[config.mk]
export PLATFORM = sky130hd
export DESIGN_NAME = stic_top
export DESIGN_NICKNAME = d
export VERILOG_FILES = /design/src/stic_pkg.sv /design/src/stic_sync2.sv /design/src/stic_top.sv
export SDC_FILE = /design/constraint.sdc
export NUM_CORES = 1
export LEC_CHECK = 0
export BUFFER_PORTS_ARGS = -buffer_cell sky130_fd_sc_hd__buf_2
export CAP_MARGIN = 20
export CORE_ASPECT_RATIO = 0.5
export CORE_MARGIN = 8
export CORE_UTILIZATION = 34
export CTS_BUF_LIST = sky130_fd_sc_hd__clkbuf_16
export DETAILED_ROUTE_END_ITERATION = 7
export HOLD_SLACK_MARGIN = 0.12
export SLEW_MARGIN = 20
export SYNTH_ARGS = -nofsm -noshare
export SYNTH_HDL_FRONTEND = slang
export SYNTH_SLANG_ARGS = --single-unit
[constraint.sdc]
create_clock -name clk -period 3.3 [get_ports clk]
set_input_delay 0.495 -clock clk [delete_from_list [all_inputs] [get_ports clk]]
set_output_delay 0.495 -clock clk [all_outputs]
set_load 0.02 [all_outputs]
[src/stic_pkg.sv]
// shared constants for the sync transmit idle and modem interrupt control block
package stic_pkg;
    localparam int DATA_W = 32;
    localparam int ADDR_W = 8;
    localparam int NUM_MODEM = 5;
    localparam int TXERR_W = 3;
    // register byte offsets
    localparam logic [7:0] OFF_CSR = 8'h00;
    localparam logic [7:0] OFF_CHG = 8'h04;
    localparam logic [7:0] OFF_MODEM = 8'h08;
    localparam logic [7:0] OFF_TXERR = 8'h0C;
    // csr field positions
    localparam int BIT_IDLE = 3;
    localparam int BIT_DS_IE = 4;
    localparam int BIT_TX_IE = 5;
    localparam int BIT_DS_CHG = 6;
    localparam int BIT_DONE_SEC = 7;
    localparam int BIT_TX_ERR = 14;
    localparam int BIT_DONE_PRI = 15;
    // reset values
    localparam logic [15:0] CSR_RESET = 16'h0000;
    localparam logic [4:0] MODEM_RESET = 5'h00;
    // line idle pattern selection
    typedef enum logic [1:0] {
        IDLE_MARK = 2'b00,
        IDLE_SYNC = 2'b01,
        IDLE_FLAG = 2'b10
    } stic_idle_t;
endpackage

[src/stic_sync2.sv]
// two flip-flop synchroniser for a bundle of level inputs
`timescale 1ns/1ps
module stic_sync2 #(
    parameter int W = 5
) (
    input wire logic clk,
    input wire logic rstn,
    input wire logic [W-1:0] d,
    output logic [W-1:0] q
);
    logic [W-1:0] meta_reg;
    logic [W-1:0] meta_next;
    logic [W-1:0] q_next;

    // elaboration check: a zero-width bundle has nothing to carry
    if (W < 1) begin : g_bad_width
        $error("stic_sync2: width must be at least one");
    end

    always_comb begin
        meta_next = d;
        q_next = meta_reg;
    end

    always_ff @(posedge clk) begin
        if (!rstn) begin
            meta_reg <= '0;
            q <= '0;
        end else begin
            meta_reg <= meta_next;
            q <= q_next;
        end
    end
endmodule

[src/stic_top.sv]
// sync transmit control/status: idle control, modem change and transmit irq
//
// The address map and the APB slave port were decided locally.
`timescale 1ns/1ps
// What this block does
// - byte protocol idles sync or mark per bit
// - bit protocol idles mark or flags per bit
// - cleared enable after success may leave mark
// - idle bit read/write, cleared by reset/init
// - modem enable and change flag raise irq
// - transmit enable gates done and error irqs
// - any modem line toggle sets change flag
// - per-line change flags readable by software
// - change flag read-only, cleared by modem read
// - transmit error is OR of three errors
module stic_top (
    input wire logic clk,
    input wire logic rstn,
    input wire logic init,
    input wire logic psel,
    input wire logic penable,
    input wire logic pwrite,
    input wire logic [stic_pkg::ADDR_W-1:0] paddr,
    input wire logic [stic_pkg::DATA_W-1:0] pwdata,
    output logic [stic_pkg::DATA_W-1:0] prdata,
    output logic pready,
    output logic pslverr,
    input wire logic [stic_pkg::NUM_MODEM-1:0] modem_in,
    input wire logic bit_oriented,
    input wire logic tx_enable,
    input wire logic msg_active,
    input wire logic last_msg_ok,
    input wire logic done_pri_set,
    input wire logic done_sec_set,
    input wire logic done_pri_clr,
    input wire logic done_sec_clr,
    input wire logic [stic_pkg::TXERR_W-1:0] tx_err_set,
    output logic [1:0] idle_sel,
    output logic tx_irq
);
    import stic_pkg::*;

    // ========================================================
    // modem line synchroniser
    // lines are asynchronous to clk
    logic [NUM_MODEM-1:0] modem_s;

    stic_sync2 #(.W(NUM_MODEM)) u_sync (
        .clk(clk),
        .rstn(rstn),
        .d(modem_in),
        .q(modem_s)
    );

    // ========================================================
    // state
    logic idle_reg, idle_next;
    logic ds_ie_reg, ds_ie_next;
    logic tx_ie_reg, tx_ie_next;
    logic ds_chg_reg, ds_chg_next;
    logic done_pri_reg, done_pri_next;
    logic done_sec_reg, done_sec_next;
    logic [TXERR_W-1:0] txerr_reg, txerr_next;
    logic [NUM_MODEM-1:0] chg_reg, chg_next;
    logic [NUM_MODEM-1:0] modem_prev_reg, modem_prev_next;
    logic prev_valid_reg, prev_valid_next;
    logic [1:0] fill_reg, fill_next;
    logic hold_mark_reg, hold_mark_next;
    logic tx_en_prev_reg, tx_en_prev_next;
    logic [DATA_W-1:0] prdata_next;
    logic pready_next, pslverr_next;
    logic [1:0] idle_sel_next;
    logic tx_irq_next;

    logic clr_all, acc, wr, rd, mapped;
    logic [NUM_MODEM-1:0] toggled;
    logic tx_err_flag;
    logic [15:0] csr_view;

    function automatic logic is_mapped(input logic [ADDR_W-1:0] a);
        return (a == OFF_CSR) || (a == OFF_CHG) || (a == OFF_MODEM) || (a == OFF_TXERR);
    endfunction

    // ========================================================
    // next state
    always_comb begin
        // bus init clears the register, flag and hold bits, not the change-detect history or the bus outputs
        clr_all = init;
        // one wait state: acc is the first access cycle, pready answers it
        acc = psel && penable && !pready;
        // a write lands only on the edge where the master sees pready high
        wr = psel && penable && pready && pwrite;
        rd = acc && !pwrite;
        mapped = is_mapped(paddr);
        tx_err_flag = |txerr_reg;
        csr_view = CSR_RESET;
        csr_view[BIT_IDLE] = idle_reg;
        csr_view[BIT_DS_IE] = ds_ie_reg;
        csr_view[BIT_TX_IE] = tx_ie_reg;
        csr_view[BIT_DS_CHG] = ds_chg_reg;
        csr_view[BIT_DONE_SEC] = done_sec_reg;
        csr_view[BIT_TX_ERR] = tx_err_flag;
        csr_view[BIT_DONE_PRI] = done_pri_reg;

        idle_next = idle_reg;
        ds_ie_next = ds_ie_reg;
        tx_ie_next = tx_ie_reg;
        if (wr && paddr == OFF_CSR) begin
            idle_next = pwdata[BIT_IDLE];
            ds_ie_next = pwdata[BIT_DS_IE];
            tx_ie_next = pwdata[BIT_TX_IE];
        end

        // change detection only after a valid previous sample
        modem_prev_next = modem_s;
        // synchroniser shows its reset zeros for two edges; comparing against
        // them would fake a change on every line that idles on
        fill_next = {fill_reg[0], 1'b1};
        prev_valid_next = fill_reg[1];
        toggled = prev_valid_reg ? (modem_s ^ modem_prev_reg) : '0;
        chg_next = chg_reg | toggled;
        ds_chg_next = ds_chg_reg;
        // reading the modem register clears; a new toggle wins over the clear
        if (rd && paddr == OFF_MODEM) begin
            ds_chg_next = 1'b0;
            chg_next = toggled;
        end
        if (|toggled) begin
            ds_chg_next = 1'b1;
        end

        // set wins over a clear in the same cycle
        done_pri_next = (done_pri_reg && !done_pri_clr) || done_pri_set;
        done_sec_next = (done_sec_reg && !done_sec_clr) || done_sec_set;
        txerr_next = txerr_reg;
        if (rd && paddr == OFF_TXERR) begin
            txerr_next = '0;
        end
        txerr_next = txerr_next | tx_err_set;

        // enable dropped right after a good message: hold mark until re-enabled
        tx_en_prev_next = tx_enable;
        hold_mark_next = hold_mark_reg;
        if (tx_en_prev_reg && !tx_enable && last_msg_ok && !msg_active) begin
            hold_mark_next = 1'b1;
        end else if (tx_enable) begin
            hold_mark_next = 1'b0;
        end

        if (hold_mark_next || msg_active) begin
            idle_sel_next = IDLE_MARK;
        end else if (bit_oriented) begin
            idle_sel_next = idle_reg ? IDLE_FLAG : IDLE_MARK;
        end else begin
            idle_sel_next = idle_reg ? IDLE_MARK : IDLE_SYNC;
        end

        // built from next values so the request moves with its flag
        tx_irq_next = (ds_ie_next && ds_chg_next)
            || (tx_ie_next && (done_pri_next || done_sec_next || (|txerr_next)));

        pready_next = acc;
        // unmapped: error answer, read zero, write dropped
        pslverr_next = acc && !mapped;
        prdata_next = '0;
        if (rd) begin
            unique case (paddr)
                OFF_CSR: prdata_next = {16'h0000, csr_view};
                OFF_CHG: prdata_next = {27'h0000000, chg_reg};
                OFF_MODEM: prdata_next = {27'h0000000, modem_s};
                OFF_TXERR: prdata_next = {29'h00000000, txerr_reg};
                default: prdata_next = '0;
            endcase
        end

        if (clr_all) begin
            idle_next = 1'b0;
            ds_ie_next = 1'b0;
            tx_ie_next = 1'b0;
            ds_chg_next = 1'b0;
            chg_next = '0;
            done_pri_next = 1'b0;
            done_sec_next = 1'b0;
            txerr_next = '0;
            hold_mark_next = 1'b0;
            tx_irq_next = 1'b0;
        end
    end

    // ========================================================
    // registers
    always_ff @(posedge clk) begin
        if (!rstn) begin
            idle_reg <= 1'b0;
            ds_ie_reg <= 1'b0;
            tx_ie_reg <= 1'b0;
            ds_chg_reg <= 1'b0;
            done_pri_reg <= 1'b0;
            done_sec_reg <= 1'b0;
            txerr_reg <= '0;
            chg_reg <= MODEM_RESET;
            modem_prev_reg <= MODEM_RESET;
            prev_valid_reg <= 1'b0;
            fill_reg <= 2'h0;
            hold_mark_reg <= 1'b0;
            tx_en_prev_reg <= 1'b0;
            prdata <= '0;
            pready <= 1'b0;
            pslverr <= 1'b0;
            // default matches a cleared idle bit in byte mode
            idle_sel <= IDLE_SYNC;
            tx_irq <= 1'b0;
        end else begin
            idle_reg <= idle_next;
            ds_ie_reg <= ds_ie_next;
            tx_ie_reg <= tx_ie_next;
            ds_chg_reg <= ds_chg_next;
            done_pri_reg <= done_pri_next;
            done_sec_reg <= done_sec_next;
            txerr_reg <= txerr_next;
            chg_reg <= chg_next;
            modem_prev_reg <= modem_prev_next;
            prev_valid_reg <= prev_valid_next;
            fill_reg <= fill_next;
            hold_mark_reg <= hold_mark_next;
            tx_en_prev_reg <= tx_en_prev_next;
            prdata <= prdata_next;
            pready <= pready_next;
            pslverr <= pslverr_next;
            idle_sel <= idle_sel_next;
            tx_irq <= tx_irq_next;
        end
    end

    // ========================================================
    // checks: line idle state
    a_idle_byte_mode: assert property (@(posedge clk) disable iff (!rstn)
        (!bit_oriented && !msg_active && !hold_mark_next && !init && !idle_reg)
        |=> idle_sel == IDLE_SYNC) else $error("byte idle not sync");

    a_idle_byte_mark: assert property (@(posedge clk) disable iff (!rstn)
        (!bit_oriented && !init && idle_reg)
        |=> idle_sel == IDLE_MARK) else $error("byte idle not mark");

    a_idle_bit_mode: assert property (@(posedge clk) disable iff (!rstn)
        (bit_oriented && !msg_active && !hold_mark_next && !init && idle_reg)
        |=> idle_sel == IDLE_FLAG) else $error("bit idle not flag");

    a_idle_bit_mark: assert property (@(posedge clk) disable iff (!rstn)
        (bit_oriented && !init && !idle_reg)
        |=> idle_sel == IDLE_MARK) else $error("bit idle not mark");

    a_hold_mark: assert property (@(posedge clk) disable iff (!rstn)
        hold_mark_reg && !tx_enable && !init
        |-> ##1 idle_sel == IDLE_MARK) else $error("mark not held");

    // ========================================================
    // checks: register bits and modem change
    a_idle_clear: assert property (@(posedge clk) disable iff (!rstn)
        init |=> !idle_reg && !ds_ie_reg && !tx_ie_reg) else $error("init kept bits");

    a_idle_write: assert property (@(posedge clk) disable iff (!rstn)
        wr && paddr == OFF_CSR && pwdata[BIT_IDLE] && !init
        |=> idle_reg) else $error("idle bit not written");

    a_toggle_sets: assert property (@(posedge clk) disable iff (!rstn)
        prev_valid_reg && !init && (modem_s != modem_prev_reg)
        |=> ds_chg_reg) else $error("toggle lost");

    a_chg_record: assert property (@(posedge clk) disable iff (!rstn)
        ds_chg_reg |-> (chg_reg != '0) || $past(rd)) else $error("change not recorded");

    a_chg_line: assert property (@(posedge clk) disable iff (!rstn)
        prev_valid_reg && !init && (modem_s[0] != modem_prev_reg[0])
        |=> chg_reg[0]) else $error("line change not recorded");

    a_chg_read_clr: assert property (@(posedge clk) disable iff (!rstn)
        rd && paddr == OFF_MODEM && !(|toggled) |=> !ds_chg_reg) else $error("no clear");

    // ========================================================
    // checks: transmit vector request
    a_modem_irq: assert property (@(posedge clk) disable iff (!rstn)
        ds_ie_reg && ds_chg_reg && !init && !(psel && penable)
        |=> tx_irq) else $error("modem irq missing");

    a_tx_irq: assert property (@(posedge clk) disable iff (!rstn)
        tx_ie_reg && !init && !(psel && penable) && !done_pri_clr && $rose(done_pri_reg)
        |=> tx_irq) else $error("done irq missing");

    a_err_irq: assert property (@(posedge clk) disable iff (!rstn)
        tx_ie_reg && !init && !(psel && penable) && (|tx_err_set)
        |=> tx_irq) else $error("error irq missing");

    a_irq_quiet: assert property (@(posedge clk) disable iff (!rstn)
        !ds_ie_reg && !tx_ie_reg && !(psel && penable)
        |=> !tx_irq) else $error("irq without enable");

    a_init_quiet: assert property (@(posedge clk) disable iff (!rstn)
        init |=> !tx_irq && !ds_chg_reg) else $error("init kept irq");
endmodule

### Word-level counts from Yosys, hierarchy flattened

Index checks and enable logic that the tools add are counted.
Widths: inputs -> output; s select.

* register bits after elaboration: 71
* output and inout bits: 37
* word-level logic and storage cells: 83

* equal/unequal tests: 3
* multiplexer cells: 15
* bitwise logic cells: 4
* reduce and logical (&&, ||, !) cells: 39

Operator list (count)
* $pmux 16 s4: 1
* $eq 8x4->1 const B: 2
* $logic_and 1x1->1: 16
* $mux 5: 2
* $logic_or 1x1->1: 9
* $mux 1: 9
* $eq 8x3->1 const B: 1
* $logic_not 8->1: 1
* $logic_not 1->1: 7
* $reduce_or 3->1: 2
* $or 5x5->5: 1
* $reduce_or 5->1: 1
* $xor 5x5->5: 1
* $mux 2: 2
* $reduce_or 2->1: 2
* $mux 3: 1
* $or 3x3->3: 1
* $reduce_and 2->1: 1
* $not 1->1: 1

### Longest topological paths before layout

* depth after elaboration: 10
* depth in mapped cells: 6
* gate-level depth less buffers: 5

### By module

A second synthesis with hierarchy kept.

* cell total of the unflattened synthesis: 188
* area, all modules: 1876.8 µm²

Modules (own cells, without submodules)
* stic_top: times used 1, cells each 168, area an instance 1614.0 µm², sequential area each 780.7 µm²
* stic_sync2: times used 1, cells each 20, area an instance 262.8 µm², sequential area each 200.2 µm²

### Worst setup path after synthesis

No wires, ideal clock.

* path type: input to register
* from: input paddr[5] (netlist bit)
* to: register ds_chg_reg
* setup time: 120 ps
* arrival: 1496 ps
* slack: 1684 ps
* stages on the path: 5
* buffers on the path: 0
* cell sequence: nor4_4 and3b_4 nand3_4 a22o_1 nor2b_4

* word-level cells in the longest chain between the ends: 4

Ends and longest elaborated chain
* start: declaration: RTL line stic_top.sv:23 `input wire logic [stic_pkg::ADDR_W-1:0] paddr,`
* $eq 8x4->1: RTL line stic_top.sv:124 `if (rd && paddr == OFF_MODEM) begin`
* $logic_and 1x1->1: RTL line stic_top.sv:124
* $mux 1: RTL line stic_top.sv:124
* $mux 1: RTL line stic_top.sv:128 `if (|toggled) begin`
* end signal: assignment: RTL line stic_top.sv:217 `ds_chg_reg <= ds_chg_next;`
* end: declaration: RTL line stic_top.sv:60 `logic ds_chg_reg, ds_chg_next;`

Every way passes these cells.
A chain may end at the register's enable or synchronous reset.

### Worst setup path in the final report

* from: input rstn
* to: register tx_irq

* word-level cells in the longest chain between the ends: 2

Ends and longest elaborated chain
* start: declaration: RTL line stic_top.sv:18 `input wire logic rstn,`
* $not 1->1 (no line)
* $reduce_or 2->1 (no line)
* end signal: assignment: RTL line stic_top.sv:231 `tx_irq <= tx_irq_next;`
* end: declaration: RTL line stic_top.sv:39 `output logic tx_irq`

Every way passes these cells.

==> results.md <==
- Status: finished, final reports clean
- Slew margin rel.: between 50% and 60%
- DR WL/cell: 11.7 microns
- Netlist Area Pre-Place: roughly 1900 sq um
- Min-delay src: tx_enable
- GRT overflow: 0
- Initial Util: between 30% and 40%
- Comb power frac: between 7 and 8%
- Synth top area cells: dfxtp_1, buf_4, and2_1
- Clock skew: between 0.004 and 0.005 ns
- F_max: 0.617 GHz
- Inst Count DP: around 300
- Final ANT Viol Nets: 0
- Yosys top cell area share: roughly half
- FF-to-FF End: tx_irq
- Antenna violations before repair: 0
- Largest area contributor in the netlist: dfxtp_1
- CTS Buf Count: 5
- Overall Global Routing Usage: 8.77%
- R2R Setup Slk: ~1.9 ns
- Sequential-to-total area share from yosys stat: 51.5%
- CP Capture Type: register
- Final Hold Vio Count: 0
- Number of remaining DRC errors: 0
- HPWL after detailed placement: 2880 microns
- RD Place Congestion: 0.748
- Post-layout min period: between 1.5 and 2 ns
- Crit-path max FO: 24
- Die Wd: 122 microns
- # diodes: 0
- Unrepaired setup endpoints after global routing: false
- Worst skew pair latency: 0.28 ns
- Setup TNS: 0 ns
- Seq pwr share: approximately half
- Cells after Synth: around 190
- Worst Hold Class: primary input to register
- Vert. Die Dim: roughly 69 microns
- Setup violations, final: 0
- Hold Crit Depth: 2
- Net Sw Frac: ~23%
- Crit Reg-Reg Startpoint: pready
- Drt pass-1 iters: 4
- Peak supply drop: around 330 uV
- WL final: around 3600 microns
- Pwr dens: about 530 nW/um^2
- Finished Layout Cells: approximately 300
- R2R depth: 5
- Finished Core Util: 41.4%
- Vias in the first global route: 1357
- Yosys synthesis warning count: 0
- Syn-to-layout area delta: 18.5%
- Max H-tree Level: 2
- Static leakage: around 1 nW
- Share of cells above drive strength 1: between 20% and 30%
- Core area: roughly 5400 sq um
- Final Cycle Share: about half
- 1st-iter DRT viols: 44
- Clock-pin slew on the worst setup and hold paths: 0.06 ns
- Data arrival, critical path: about 1.8 ns
- Most flop-heavy register: prdata
- CTS tree: built
- Top_reg_cell synth: dfxtp_1
- Largest register FFs: 10
- IO Pins: 99
- Netlist cell types: 36
- CP Class: primary input to register
- First-pass GRT wire length: approximately 5900 microns
- Post-CTS setup buffers: 0
- Maximum number of pins on one net before global-route repair: 25
- CP Data Required Time: about 3.5 ns
- Internal power: slightly above 900 uW
- Crit start category: primary input
- Max cap viols: 0
- Overall Power: 1.20 mW
- Switching Power: about 280 uW
- Flops & latches, synth: just under 50
- Power share of the clock group: between 40 and 50%
- Avg Inst Size Synth: slightly above 10 sq um
- Fillers: ~550
- Vias/cell: between 4 and 5
- Std-Cell Rows: 19
- Hold buffers post-CTS: 0
- Buffers on Ports: 47
- Max-slew violations: 0
- Nets: 297
- Clk sink count: 49
- Worst Tran Pin Value: about 0.66 ns
- CTS Buffer Depth: 2
- Number of synthesized flops with an enable pin: 0
- Worst Hold End: hold_mark_reg
- CTS resizes: 0
- Root Driver: clkbuf_16
- Vias post-DR: approximately 1.3k
- Async set-reset flop share out of synthesis: 0%
- Total die area: between 8000 and 9000 sq um
## final cells by class
cell class / instances / area, sq um / area share (%)
multi-input combinational: 128 / 786 / 34.8
inverter: 4 / 15.0 / 0.666
sequential: 49 / 981 / 43.5
clock buffer: 5 / 125 / 5.55
tap: 73 / 91.3 / 4.05
timing repair buffer: 47 / 235 / 10.4
clock inverter: 3 / 22.5 / 0.998
## cells by family after synthesis
logic type / share of synthesized area [%]
buf+inv: 11.4
mux: 4.40
xor+xnor: 2.30
compound gates: 7.56
flops: 51.5
other cells: 0.197
simple gates: 22.7
## through the flow
stage	hold slack, ns	setup WS [ns]	area [sq um]
floorplan	0.412	1.68	1980
global placement	0.414	1.37	2110
detailed placement	0.418	1.35	2110
CTS	0.395	1.65	2260
global route	0.400	1.53	2260
finish	0.399	1.68	2260
## synthesized netlist by cell type, types with 2 or more instances
cell,n
dfxtp_1,49
a21oi_1,11
buf_4,22
nor2b_1,3
mux2_2,3
nand3_1,3
a22oi_1,6
mux2i_1,5
and2_1,24
nor2_1,23
xor2_1,3
nand3_4,2
clkbuf_1,3
nor3_1,3
inv_1,4
xnor2_1,2
nand4_1,2
## how the worst max path moves through the flow
stage              from    endpoint  slack (ns)  cells past startpoint
6_report           rstn      tx_irq        1.68                      4
5_1_grt            rstn      tx_irq        1.53                      4
4_1_cts            rstn      tx_irq        1.65                      4
3_5_place_dp       rstn      tx_irq        1.35                      4
3_3_place_gp       rstn      tx_irq        1.37                      4
2_1_floorplan  paddr[5]  ds_chg_reg        1.68                      5
## per-layer routing
layer / vias up / global-route usage, % / wire (microns)
li1: 669 / - / -
met2: 44 / 14.8 / 1530
met4: 0 / 4.57 / 66
met3: 5 / 3.17 / 309
met5: - / 0 / 0
met1: 580 / 9.86 / 1720
## placed cells by master, fill, tap and decap left out, types with 2 or more instances in the layout
cell       instances
dfxtp_1           49
buf_2             47
and2_1            24
nor2_1            23
conb_1            22
a21oi_1           11
a22oi_1            6
mux2i_1            5
clkbuf_16          5
inv_1              4
xor2_1             3
nor3_1             3
nand3_1            3
nor2b_1            3
mux2_2             3
nand4_1            2
nand3_4            2
xnor2_1            2
clkinv_4           2
## power by group through the flow
stage / combinational (mW) / sequential [mW] / clock (mW)
2_1_floorplan: 0.0828 / 0.628 / 0
3_3_place_gp: 0.0907 / 0.627 / 0
3_5_place_dp: 0.0929 / 0.628 / 0
4_1_cts: 0.0932 / 0.614 / 0.506
5_1_grt: 0.103 / 0.616 / 0.529
6_report: 0.0933 / 0.614 / 0.494
## critical path, stage by stage
cell and delay, ns:
buf_2 0.31, nand2b_1 0.45, or2_2 0.45, o2bb2ai_1 0.14
Power figures use the tool's default switching activity.
